$ cat src/hw/wdrc_cfg.svh
// Purpose: constants of the watchdog and reset control block
// Assumes: 25 MHz system clock, registers reached over a plain port
// Notes:   every offset, field, reset value and count lives here
// What this block does
// - Option enabled forces the watchdog on; otherwise the key decides.
// - With option off, key 1010B stops the watchdog; other keys run it.
// - Power-up loads the key with 1010B, so watchdog off unless optioned.
// - Watchdog clear instructions do nothing while the watchdog is off.
// - Watchdog clock is crystal, system clock over four, or internal RC.
// - System clock over four source stops counting during sleep.
// - Period codes 000 to 111 select 2^8 to 2^15 watchdog clocks.
// - Upper five bits of the period register read as zero.
// - Overflow while running resets the device and sets the timeout flag.
// - Overflow in sleep wakes, sets timeout, clears only PC and stack.
// - Counter cleared by reset pin low, clear instructions and halt.
// - Option picks single or paired clear instruction scheme.
// - Single scheme: every single clear instruction clears the watchdog.
// - Paired scheme: both halves needed; repeating one half does nothing.
// - Power-on reset sets the program counter to zero.
// - Power-on sets all port data and port control registers high.
// - Reset pin held low inhibits normal operation.
// - After the pin rises, wait the reset delay, typically 100 ms.
// - Reset pin pulse while running clears the program counter.
// - Pin reset leaves the status flags unchanged.
// - Low supply detection applies the same full reset as the pin.
// - Power-on clears flags; pin keeps; run overflow sets TO; sleep both.
// - Sleep wake waits 1024 or 2 clocks for RC, 1024 for crystal.
`ifndef WDRC_CFG_SVH
`define WDRC_CFG_SVH
`define WDRC_CLK_HZ      25000000
`define WDRC_RSTD_MS     100
`define WDRC_RSTD_CYC    ((64'd`WDRC_RSTD_MS * 64'd`WDRC_CLK_HZ) / 64'd1000)
`define WDRC_SST_LONG    1024
`define WDRC_SST_SHORT   2
`define WDRC_DLY_W       24
`define WDRC_CNT_W       16
`define WDRC_MIN_EXP     8
`define WDRC_ADDR_PERIOD 3'h0
`define WDRC_ADDR_CONTROL_REGISTER_ONE  3'h1
`define WDRC_ADDR_STATUS 3'h2
`define WDRC_ADDR_PDATA  3'h3
`define WDRC_ADDR_PCTRL  3'h4
`define WDRC_PERIOD_RST  3'h7
`define WDRC_KEY_OFF     4'hA
`define WDRC_CTRLHI_RST  4'h8
`define WDRC_PORT_RST    8'hFF
`define WDRC_STAT_TO     0
`define WDRC_STAT_PD     1
`endif

$ cat src/hw/unused_placeholder_none.sv
`timescale 1ns/100ps
`default_nettype none
`default_nettype wire

$ cat src/hw/wdrc_pkg.sv
// Purpose: types of the watchdog and reset control block
// Assumes: widths taken from the constants header
// Notes:   state of each module is one packed struct
`include "wdrc_cfg.svh"
package wdrc_pkg;
  typedef enum logic [1:0] {
    CLK_LXT  = 2'h0,
    CLK_SYS4 = 2'h1,
    CLK_LOW_SPEED_INTERNAL_RC = 2'h3
  } wdrc_clksrc_e;

  typedef enum logic [1:0] {
    PH_HOLD  = 2'h0,
    PH_DELAY = 2'h1,
    PH_RUN   = 2'h3,
    PH_START = 2'h2
  } wdrc_phase_e;

  typedef struct packed {
    logic                   pin_s1;
    logic                   pin_s2;
    logic                   lvr_s1;
    logic                   lvr_s2;
    logic                   lxt_s1;
    logic                   lxt_s2;
    logic                   lxt_s3;
    logic                   low_speed_internal_rc_s1;
    logic                   low_speed_internal_rc_s2;
    logic                   low_speed_internal_rc_s3;
    logic [1:0]             div;
    wdrc_phase_e            phase;
    logic [`WDRC_DLY_W-1:0] dly;
    logic                   asleep;
    logic [1:0]             pend;
    logic                   to_flag;
    logic                   pd_flag;
    logic [2:0]             period;
    logic [3:0]             key;
    logic [3:0]             ctrl_hi;
    logic [7:0]             port_data;
    logic [7:0]             port_ctrl;
    logic [7:0]             rdata;
    logic                   pc_clear;
    logic                   wake;
    logic                   core_hold;
    logic                   wdt_clear;
    logic                   wdt_tick;
    logic                   wdt_run;
  } wdrc_state_s;

  typedef struct packed {
    logic [`WDRC_CNT_W-1:0] count;
    logic                   ovf;
  } wdrc_cnt_s;
endpackage : wdrc_pkg

$ cat src/hw/wdrc_wdt_if.sv
// Purpose: link between reset control and the watchdog counter
// Assumes: both ends on the system clock
// Notes:   tick, clear and run are registered by the control end
`timescale 1ns/100ps
`default_nettype none
interface wdrc_wdt_if;
  logic       tick;
  logic       clear;
  logic       run;
  logic [2:0] period;
  logic       overflow;
  modport ctrl (output tick, clear, run, period, input overflow);
  modport cnt  (input tick, clear, run, period, output overflow);
endinterface : wdrc_wdt_if
`default_nettype wire

$ cat src/hw/wdrc_top.sv
// Purpose: watchdog enable, clocking, clear schemes and reset sequencing
// Assumes: options and instruction strobes are on the system clock
// Notes:   pins and watchdog clock inputs pass two flip-flops first
//
// Our own choices: the address map and the plain strobed port.
`timescale 1ns/100ps
`default_nettype none
`include "wdrc_cfg.svh"
module wdrc_top #(
  parameter int unsigned RSTD_CYCLES = 32'(`WDRC_RSTD_CYC)
) (
  // Clock and reset
  input  wire logic                  clock,
  input  wire logic                  reset_n,
  // Reset sources
  input  wire logic                  external_reset_pin,
  input  wire logic                  supply_low,
  // Watchdog clock pins
  input  wire logic                  low_freq_crystal,
  input  wire logic                  low_speed_internal_rc,
  // Configuration options
  input  wire logic                  opt_wdt_enable,
  input  wire wdrc_pkg::wdrc_clksrc_e opt_clk_src,
  input  wire logic                  opt_paired_clear,
  input  wire logic                  opt_short_startup,
  input  wire logic                  opt_crystal_osc,
  // Instruction strobes
  input  wire logic                  single_clear_instruction,
  input  wire logic                  first_half_clear_instruction,
  input  wire logic                  second_half_clear_instruction,
  input  wire logic                  halt_instruction,
  // Register port
  input  wire logic [2:0]            reg_addr,
  input  wire logic [7:0]            reg_wdata,
  input  wire logic                  reg_wr,
  input  wire logic                  reg_rd,
  output logic      [7:0]            reg_rdata,
  // Core control
  output logic                       core_hold,
  output logic                       pc_stack_clear,
  output logic                       wake_pulse,
  output logic                       timeout_flag,
  output logic                       powerdown_flag,
  output logic                       wdt_running,
  // Port presets
  output logic      [7:0]            port_data,
  output logic      [7:0]            port_ctrl
);
  import wdrc_pkg::*;

  localparam logic [`WDRC_DLY_W-1:0] RSTD_LAST =
    `WDRC_DLY_W'(RSTD_CYCLES - 32'd1);
  localparam logic [`WDRC_DLY_W-1:0] SST_LONG_LAST =
    `WDRC_DLY_W'(`WDRC_SST_LONG - 1);
  localparam logic [`WDRC_DLY_W-1:0] SST_SHORT_LAST =
    `WDRC_DLY_W'(`WDRC_SST_SHORT - 1);

  // Power-on values; synchroniser flops start low so the pin counts as held
  localparam wdrc_state_s ST_RST = '{
    phase:     PH_HOLD,
    period:    `WDRC_PERIOD_RST,
    key:       `WDRC_KEY_OFF,
    ctrl_hi:   `WDRC_CTRLHI_RST,
    port_data: `WDRC_PORT_RST,
    port_ctrl: `WDRC_PORT_RST,
    pc_clear:  1'b1,
    core_hold: 1'b1,
    wdt_clear: 1'b1,
    default:   '0
  };

  wdrc_state_s st_q;
  wdrc_state_s st_d;
  wdrc_wdt_if  wdt_bus ();

  logic wdt_on;
  logic rst_evt;
  logic ovf;
  logic running;
  logic clr_single;
  logic clr_first;
  logic clr_second;

  assign wdt_on  = opt_wdt_enable || (st_q.key != `WDRC_KEY_OFF);
  assign rst_evt = !st_q.pin_s2 || st_q.lvr_s2;
  assign ovf     = wdt_bus.overflow;
  assign running = (st_q.phase == PH_RUN) && !st_q.asleep;
  // Clear instructions count only while running with the watchdog on
  assign clr_single = running && wdt_on && !opt_paired_clear &&
                      single_clear_instruction;
  assign clr_first  = running && wdt_on && opt_paired_clear &&
                      first_half_clear_instruction;
  assign clr_second = running && wdt_on && opt_paired_clear &&
                      second_half_clear_instruction;

  // Registers that the pin, low supply and running overflow put back
  function automatic wdrc_state_s reload(input wdrc_state_s s);
    wdrc_state_s r;
    r           = s;
    r.period    = `WDRC_PERIOD_RST;
    r.key       = `WDRC_KEY_OFF;
    r.ctrl_hi   = `WDRC_CTRLHI_RST;
    r.port_data = `WDRC_PORT_RST;
    r.port_ctrl = `WDRC_PORT_RST;
    r.pend      = 2'h0;
    r.wdt_clear = 1'b1;
    return r;
  endfunction : reload

  always_comb begin
    st_d         = st_q;
    st_d.pin_s1  = external_reset_pin;
    st_d.pin_s2  = st_q.pin_s1;
    st_d.lvr_s1  = supply_low;
    st_d.lvr_s2  = st_q.lvr_s1;
    st_d.lxt_s1  = low_freq_crystal;
    st_d.lxt_s2  = st_q.lxt_s1;
    st_d.lxt_s3  = st_q.lxt_s2;
    st_d.low_speed_internal_rc_s1 = low_speed_internal_rc;
    st_d.low_speed_internal_rc_s2 = st_q.low_speed_internal_rc_s1;
    st_d.low_speed_internal_rc_s3 = st_q.low_speed_internal_rc_s2;
    st_d.pc_clear  = 1'b0;
    st_d.wake      = 1'b0;
    st_d.wdt_clear = 1'b0;
    st_d.rdata     = 8'h00;

    // Instruction clock divider freezes with the core in sleep
    if (!st_q.asleep) begin
      st_d.div = st_q.div + 2'h1;
    end
    unique case (opt_clk_src)
      CLK_LXT:  st_d.wdt_tick = st_q.lxt_s2 && !st_q.lxt_s3;
      CLK_SYS4: st_d.wdt_tick = (st_q.div == 2'h3) && !st_q.asleep;
      CLK_LOW_SPEED_INTERNAL_RC: st_d.wdt_tick = st_q.low_speed_internal_rc_s2 && !st_q.low_speed_internal_rc_s3;
      default:  st_d.wdt_tick = 1'b0;
    endcase
    st_d.wdt_run = wdt_on && (st_q.phase == PH_RUN);

    if (reg_rd) begin
      unique case (reg_addr)
        `WDRC_ADDR_PERIOD: st_d.rdata = {5'h00, st_q.period};
        `WDRC_ADDR_CONTROL_REGISTER_ONE:  st_d.rdata = {st_q.ctrl_hi, st_q.key};
        `WDRC_ADDR_STATUS: st_d.rdata = {6'h00, st_q.pd_flag, st_q.to_flag};
        `WDRC_ADDR_PDATA:  st_d.rdata = st_q.port_data;
        `WDRC_ADDR_PCTRL:  st_d.rdata = st_q.port_ctrl;
        default:           st_d.rdata = 8'h00;
      endcase
    end

    if (rst_evt) begin
      // Pin low or low supply: hold the core, flags untouched
      st_d          = reload(st_d);
      st_d.phase    = PH_HOLD;
      st_d.asleep   = 1'b0;
      st_d.pc_clear = (st_q.phase != PH_HOLD);
    end else if (ovf && st_q.asleep) begin
      // Sleep overflow only restarts the core; registers survive
      st_d.wake     = 1'b1;
      st_d.pc_clear = 1'b1;
      st_d.to_flag  = 1'b1;
      st_d.pd_flag  = 1'b1;
      st_d.asleep   = 1'b0;
      st_d.pend     = 2'h0;
      st_d.phase    = PH_START;
      st_d.dly      = (opt_short_startup && !opt_crystal_osc) ?
                      SST_SHORT_LAST : SST_LONG_LAST;
    end else if (ovf) begin
      // Running overflow acts like a pin reset plus the timeout flag
      st_d          = reload(st_d);
      st_d.phase    = PH_DELAY;
      st_d.dly      = RSTD_LAST;
      st_d.pc_clear = 1'b1;
      st_d.to_flag  = 1'b1;
    end else begin
      unique case (st_q.phase)
        PH_HOLD: begin
          st_d.phase = PH_DELAY;
          st_d.dly   = RSTD_LAST;
        end
        PH_DELAY, PH_START: begin
          if (st_q.dly == '0) begin
            st_d.phase = PH_RUN;
          end else begin
            st_d.dly = st_q.dly - `WDRC_DLY_W'(1);
          end
        end
        PH_RUN: begin
          if (reg_wr && !st_q.asleep) begin
            unique case (reg_addr)
              `WDRC_ADDR_PERIOD: st_d.period = reg_wdata[2:0];
              `WDRC_ADDR_CONTROL_REGISTER_ONE: begin
                st_d.key     = reg_wdata[3:0];
                st_d.ctrl_hi = reg_wdata[7:4];
              end
              `WDRC_ADDR_PDATA:  st_d.port_data = reg_wdata;
              `WDRC_ADDR_PCTRL:  st_d.port_ctrl = reg_wdata;
              default: ;
            endcase
          end
          if (clr_single) begin
            st_d.wdt_clear = 1'b1;
          end
          if (clr_first || clr_second) begin
            // A repeated half is ignored until its partner arrives
            if ((clr_first && clr_second) ||
                (clr_first && st_q.pend[1]) ||
                (clr_second && st_q.pend[0])) begin
              st_d.wdt_clear = 1'b1;
              st_d.pend      = 2'h0;
            end else begin
              st_d.pend = st_q.pend | {clr_second, clr_first};
            end
          end
          if (st_d.wdt_clear) begin
            st_d.to_flag = 1'b0;
            st_d.pd_flag = 1'b0;
          end
          if (running && halt_instruction) begin
            st_d.wdt_clear = 1'b1;
            st_d.asleep    = 1'b1;
            st_d.pend      = 2'h0;
            st_d.pd_flag   = 1'b1;
            st_d.to_flag   = 1'b0;
          end
        end
        default: st_d.phase = PH_HOLD;
      endcase
    end
    st_d.core_hold = (st_d.phase != PH_RUN) || st_d.asleep;
  end

  always_ff @(posedge clock) begin
    if (!reset_n) begin
      st_q <= ST_RST;
    end else begin
      st_q <= st_d;
    end
  end

  assign wdt_bus.tick   = st_q.wdt_tick;
  assign wdt_bus.clear  = st_q.wdt_clear;
  assign wdt_bus.run    = st_q.wdt_run;
  assign wdt_bus.period = st_q.period;

  wdrc_wdt_counter u_counter (
    .clock   (clock),
    .reset_n (reset_n),
    .bus     (wdt_bus)
  );

  assign reg_rdata      = st_q.rdata;
  assign core_hold      = st_q.core_hold;
  assign pc_stack_clear = st_q.pc_clear;
  assign wake_pulse     = st_q.wake;
  assign timeout_flag   = st_q.to_flag;
  assign powerdown_flag = st_q.pd_flag;
  assign wdt_running    = st_q.wdt_run;
  assign port_data      = st_q.port_data;
  assign port_ctrl      = st_q.port_ctrl;

  a_key_disables: assert property (@(posedge clock) disable iff (!reset_n)
    (!opt_wdt_enable && st_q.key == `WDRC_KEY_OFF) |=> !st_q.wdt_run)
    else $error("watchdog ran with disabling key");

  a_option_forces: assert property (@(posedge clock) disable iff (!reset_n)
    (opt_wdt_enable && st_q.phase == PH_RUN) |=> st_q.wdt_run)
    else $error("watchdog off although option enables it");

  a_sleep_no_tick: assert property (@(posedge clock) disable iff (!reset_n)
    (st_q.asleep && opt_clk_src == CLK_SYS4) |=> !st_q.wdt_tick)
    else $error("divided system clock ticked in sleep");

  a_run_ovf_reset: assert property (@(posedge clock) disable iff (!reset_n)
    (ovf && !st_q.asleep && !rst_evt)
    |=> (st_q.phase == PH_DELAY && st_q.to_flag && st_q.pc_clear &&
         st_q.key == `WDRC_KEY_OFF))
    else $error("running overflow did not reset");

  a_sleep_ovf_wake: assert property (@(posedge clock) disable iff (!reset_n)
    (ovf && st_q.asleep && !rst_evt)
    |=> (st_q.wake && st_q.to_flag && st_q.pd_flag &&
         st_q.phase == PH_START && st_q.period == $past(st_q.period)))
    else $error("sleep overflow did not wake cleanly");

  a_pin_holds: assert property (@(posedge clock) disable iff (!reset_n)
    rst_evt |=> (st_q.core_hold && st_q.phase == PH_HOLD &&
                 st_q.to_flag == $past(st_q.to_flag)))
    else $error("core not held during pin reset");

  a_delay_end: assert property (@(posedge clock) disable iff (!reset_n)
    (st_q.phase == PH_DELAY && st_q.dly == '0 && !rst_evt && !ovf)
    |=> (st_q.phase == PH_RUN) ##1 !st_q.core_hold || st_q.asleep ||
        st_q.phase != PH_RUN)
    else $error("reset delay did not end in run");

  a_halt_clears: assert property (@(posedge clock) disable iff (!reset_n)
    (running && halt_instruction && !rst_evt && !ovf)
    |=> (st_q.wdt_clear && st_q.asleep && st_q.pd_flag && !st_q.to_flag)
    ##1 !wdt_bus.tick || st_q.asleep)
    else $error("halt did not clear and sleep");

  a_half_repeat: assert property (@(posedge clock) disable iff (!reset_n)
    (clr_first && !clr_second && !st_q.pend[1] && !rst_evt && !ovf &&
     !halt_instruction) |=> !st_q.wdt_clear)
    else $error("lone first half cleared the watchdog");

  a_off_no_clear: assert property (@(posedge clock) disable iff (!reset_n)
    (!wdt_on && !halt_instruction && !rst_evt && !ovf &&
     st_q.phase == PH_RUN) |=> !st_q.wdt_clear)
    else $error("clear acted with watchdog off");

  a_period_upper: assert property (@(posedge clock) disable iff (!reset_n)
    (reg_rd && reg_addr == `WDRC_ADDR_PERIOD)
    |=> (reg_rdata[7:3] == 5'h00 && reg_rdata[2:0] == $past(st_q.period)))
    else $error("period register read wrong");
endmodule : wdrc_top
`default_nettype wire

$ cat src/hw/wdrc_wdt_counter.sv
// Purpose: watchdog count with selectable power-of-two length
// Assumes: tick is a one-cycle pulse per watchdog clock period
// Notes:   overflow is a registered one-cycle pulse
`timescale 1ns/100ps
`default_nettype none
`include "wdrc_cfg.svh"
module wdrc_wdt_counter (
  // Clock and reset
  input  wire logic   clock,
  input  wire logic   reset_n,
  // Control link
  wdrc_wdt_if.cnt     bus
);
  import wdrc_pkg::*;

  wdrc_cnt_s st_q;
  wdrc_cnt_s st_d;

  // Last count value before the wrap for a period code
  function automatic logic [`WDRC_CNT_W-1:0] last_count(
    input logic [2:0] code
  );
    logic [`WDRC_CNT_W-1:0] len;
    len = `WDRC_CNT_W'(1) << (`WDRC_MIN_EXP + 32'(code));
    return len - `WDRC_CNT_W'(1);
  endfunction : last_count

  always_comb begin
    st_d     = st_q;
    st_d.ovf = 1'b0;
    if (bus.clear || !bus.run) begin
      st_d.count = '0;
    end else if (bus.tick) begin
      if (st_q.count == last_count(bus.period)) begin
        st_d.count = '0;
        st_d.ovf   = 1'b1;
      end else begin
        st_d.count = st_q.count + `WDRC_CNT_W'(1);
      end
    end
  end

  always_ff @(posedge clock) begin
    if (!reset_n) begin
      st_q <= '0;
    end else begin
      st_q <= st_d;
    end
  end

  assign bus.overflow = st_q.ovf;

  a_wrap_exact: assert property (@(posedge clock) disable iff (!reset_n)
    (bus.tick && bus.run && !bus.clear &&
     st_q.count == last_count(bus.period))
    |=> (st_q.ovf && st_q.count == '0))
    else $error("watchdog did not wrap at selected length");

  a_no_early_ovf: assert property (@(posedge clock) disable iff (!reset_n)
    (bus.tick && bus.run && !bus.clear &&
     st_q.count != last_count(bus.period))
    |=> (!st_q.ovf && st_q.count == $past(st_q.count) + `WDRC_CNT_W'(1)))
    else $error("watchdog overflowed before its length");
endmodule : wdrc_wdt_counter
`default_nettype wire

$ cat config.mk
export PLATFORM = sky130hd
export DESIGN_NAME = wdrc_top
export DESIGN_NICKNAME = d
export VERILOG_FILES = /design/src/hw/unused_placeholder_none.sv /design/src/hw/wdrc_pkg.sv /design/src/hw/wdrc_wdt_if.sv /design/src/hw/wdrc_top.sv /design/src/hw/wdrc_wdt_counter.sv
export VERILOG_INCLUDE_DIRS = /design/src /design/src/hw
export SDC_FILE = /design/constraint.sdc
export NUM_CORES = 1
export LEC_CHECK = 0
export BUFFER_PORTS_ARGS = -buffer_cell sky130_fd_sc_hd__buf_2
export CORE_AREA = 5 5 112 88
export CTS_CLUSTER_DIAMETER = 120
export CTS_CLUSTER_SIZE = 14
export DETAILED_ROUTE_END_ITERATION = 8
export DIE_AREA = 0 0 117 93
export PLACE_DENSITY = 0.92
export SYNTH_ARGS = -nofsm -noshare
export SYNTH_HDL_FRONTEND = slang
export SYNTH_SLANG_ARGS = --single-unit
$ cat constraint.sdc
create_clock -name clock -period 5.5 [get_ports clock]
set_clock_uncertainty 0.15 [all_clocks]
set_input_delay 1.1 -clock clock [delete_from_list [all_inputs] [get_ports clock]]
set_output_delay 1.1 -clock clock [all_outputs]
set_load 0.05 [all_outputs]
==> out/metrics.yaml <==
die:
  die_w_um: 117
  die_h_um: 93
  start_util_pct: 60.2
  pin_count: 59
  die-area_sq_mm: 0.0109
  rows: 30
  core_sq_mm: 0.00871
clock_network:
  postCtsSetupBuffers: 0
  numClockSinks: 101
  path_clk_slew_ns: 0.07
  clockBufferDepth: 2
  htree_levels: 3
  clkLatencyLatePin_ns: 0.35
  cts_resized: 0
  ctsHoldBuffers: 0
  clock-root-buffer: "clkbuf_16"
  cts_buffers: 9
  cts_tree: "done"
sta:
  rsz0062_at_grt: "false"
  final.min_clock_period_ns: 3.40
  hold_ws_ns: 0.285
  tns_ns: 0
  setup_viol: 0
  fmax_mhz: 295
  finalCritPeriodShare_pct: 61.7
  slew_headroom_pct: 36.7
  report.final.slew_viol_count: 0
  layout_setup_ws_ns: 2.10
  hold_viol_final: 0
  worst_pin_slew_ns: 0.947
routing:
  drtIter0Drc: 755
  wl_per_cell_um: 17.8
  routed_wl_um: 13600
  drcViolationCount: 0
  vias: 4960
  routed_via_density: 6.48
  ant_nets: 0
  dr.pass1.iters: 6
logic_synthesis:
  synth.distinct_cells: 65
  netlist_top_cells_area: "dfxtp_1, a21oi_1, nor2_1"
  synth_nets: 672
  syn_area_sq_mm: 0.00524
  synth_edf_count: 0
  synth_area_leader_cell: "dfxtp_1"
  synth_ff_type: "dfxtp_1"
  yosys.area.top_type_share_pct: 38.6
  synth-seq-cells: 101
  ys_warn_count: 0
  syn_area_per_cell_sq_um: 8.24
  seq_area_frac_synth_pct: 38.6
  syn_inst: 636
  async_reset_ff_share_pct: 0
global_routing:
  grt_max_degree: 38
  gr-usage-all-layers_pct: 25.0
  antenna_found_initial: 0
  grt_overflow: 0
  grt_pass1_wl_um: 21700
  first_global_vias: 4456
critical_path:
  cp.required_ns: 5.64
  cp.arrival_ns: 3.54
  path_delay_family: "simple AND/OR/NAND/NOR gates"
  cp-startpoint: "reset_n"
  cp_slowest_cell: "nor2_1"
  end_kind: "register"
  worstReg2RegStart: "st_q[46]"
  cp_max_fo: 37
  worstSetupStartpointType: "input pin"
  crit_buf_inv: 3
  cp_cell_sequence: "buf_2 -> inv_2 -> nor2_1 -> buf_4 -> nand2_1 -> or4_1 -> o21ai_1"
  slowest_delay_ns: 0.72
  worst-setup-path-type: "input pin to register"
outcome:
  status: "completed"
cells_and_area:
  layout_common_cells: "dfxtp_1, nor2_1, nand2_1"
  n_antenna_cell: 0
  n_fill_cell: 678
  fin_cells: 765
  mostFrequentLayoutCell: "dfxtp_1"
  syn_to_final_growth_pct: 9.21
  drive_above_1_share_pct: 14.9
  nets: 685
place:
  dp_cells: 750
  dp_slack_ns: 1.77
  post-dp-hpwl_um: 9500
  gp_congestion: 0.910
  numPortBuffers: 58
power_and_ir_drop:
  ir_drop_uv: 271
  leakage_nw: 2.23
  power.density_mw_per_mm2: 285
  p_total_mw: 1.63
min_path:
  worstHoldStart: "st_q[81]"
  hold_path_class: "register to register"
run:
  maxCapViolCount: 0
## cell type report
class | instances | area, sq um | share of cell area, %
repair buffers | 61 | 313 | 5.46
clock buffers | 10 | 239 | 4.17
multi-input cells | 461 | 2850 | 49.8
flip-flops and latches | 101 | 2020 | 35.3
inverters | 15 | 56.3 | 0.983
clock inverters | 5 | 106 | 1.86
well taps | 112 | 140 | 2.45
## worst register-to-register path: cells and delay by family (launching register included)
kind	cells	cell delay [ns]
AOI/OAI and AO/OA	2	1.10
and+or+nand+nor	3	1.29
buffers and inverters	1	0.10
DFF	1	0.34
adders and majority gates	1	0.22
## routing by layer
layer / vias up / part of all wire, % / GRT usage [%]
li1: 2296 / - / -
met1: 2318 / 41 / 33.7
met2: 308 / 46 / 38.2
met3: 38 / 11 / 7.76
met4: 0 / 1.8 / 7.83
met5: - / 0 / 0
## registers in the layout (all words and copies together), names as in the netlist, 3 cells and up
name,cells
st_q,49
wdt_bus.period,3
port_ctrl,8
reg_rdata,8
u_counter.st_q,16
port_data,8
## per-stage QoR
stage / utilization [%] / cell area, sq um
floorplan: - / 5240
global placement: 61.8 / 5380
detailed placement: 61.8 / 5380
CTS: 65.8 / 5730
global route: 65.8 / 5730
finish: 65.8 / 5730
## cells in the mapped netlist, types with 6 or more instances
cell type,count
a211oi_1,8
a21oi_1,49
a22oi_1,9
a31oi_1,6
and2_1,14
and3_1,6
buf_4,24
clkbuf_1,32
dfxtp_1,101
ha_1,7
inv_1,13
mux2_2,9
mux2i_1,11
nand2_1,59
nand2b_1,6
nand3_1,9
nand4_1,8
nor2_1,60
nor2b_1,8
nor3_1,38
o21a_1,7
o21ai_0,20
o21ai_1,11
o221a_1,9
o31ai_1,8
or3_1,8
or4_1,6
xnor2_1,12
xor2_1,7
## power breakdown
part	internal, mW	switching, mW
combinational	0.0481	0.0955
sequential	0.743	0.00987
clock	0.456	0.281
total	1.25	0.386
## final timing paths
| check | end | slack [ns] | cells past startpoint |
|---|---|---|---|
| setup / recovery | st_q[69] | 2.10 | 7 |
| hold / removal | st_q[80] | 0.29 | 1 |
| setup reg to reg | st_q[46] | 2.21 | 7 |
| hold reg to reg | st_q[80] | 0.29 | 1 |
## logic make-up after synthesis
kind of cell / after synthesis / share of synthesized area, %
and+or+nand+nor: 257 / 25.5
xor gates and xnor gates: 19 / 3.17
muxes: 20 / 4.03
AOI/OAI and AO/OA: 158 / 19.9
buffers and inverters: 74 / 7.09
adders and majority gates: 7 / 1.67
DFF: 101 / 38.6
Power figures use the tool's default switching activity.
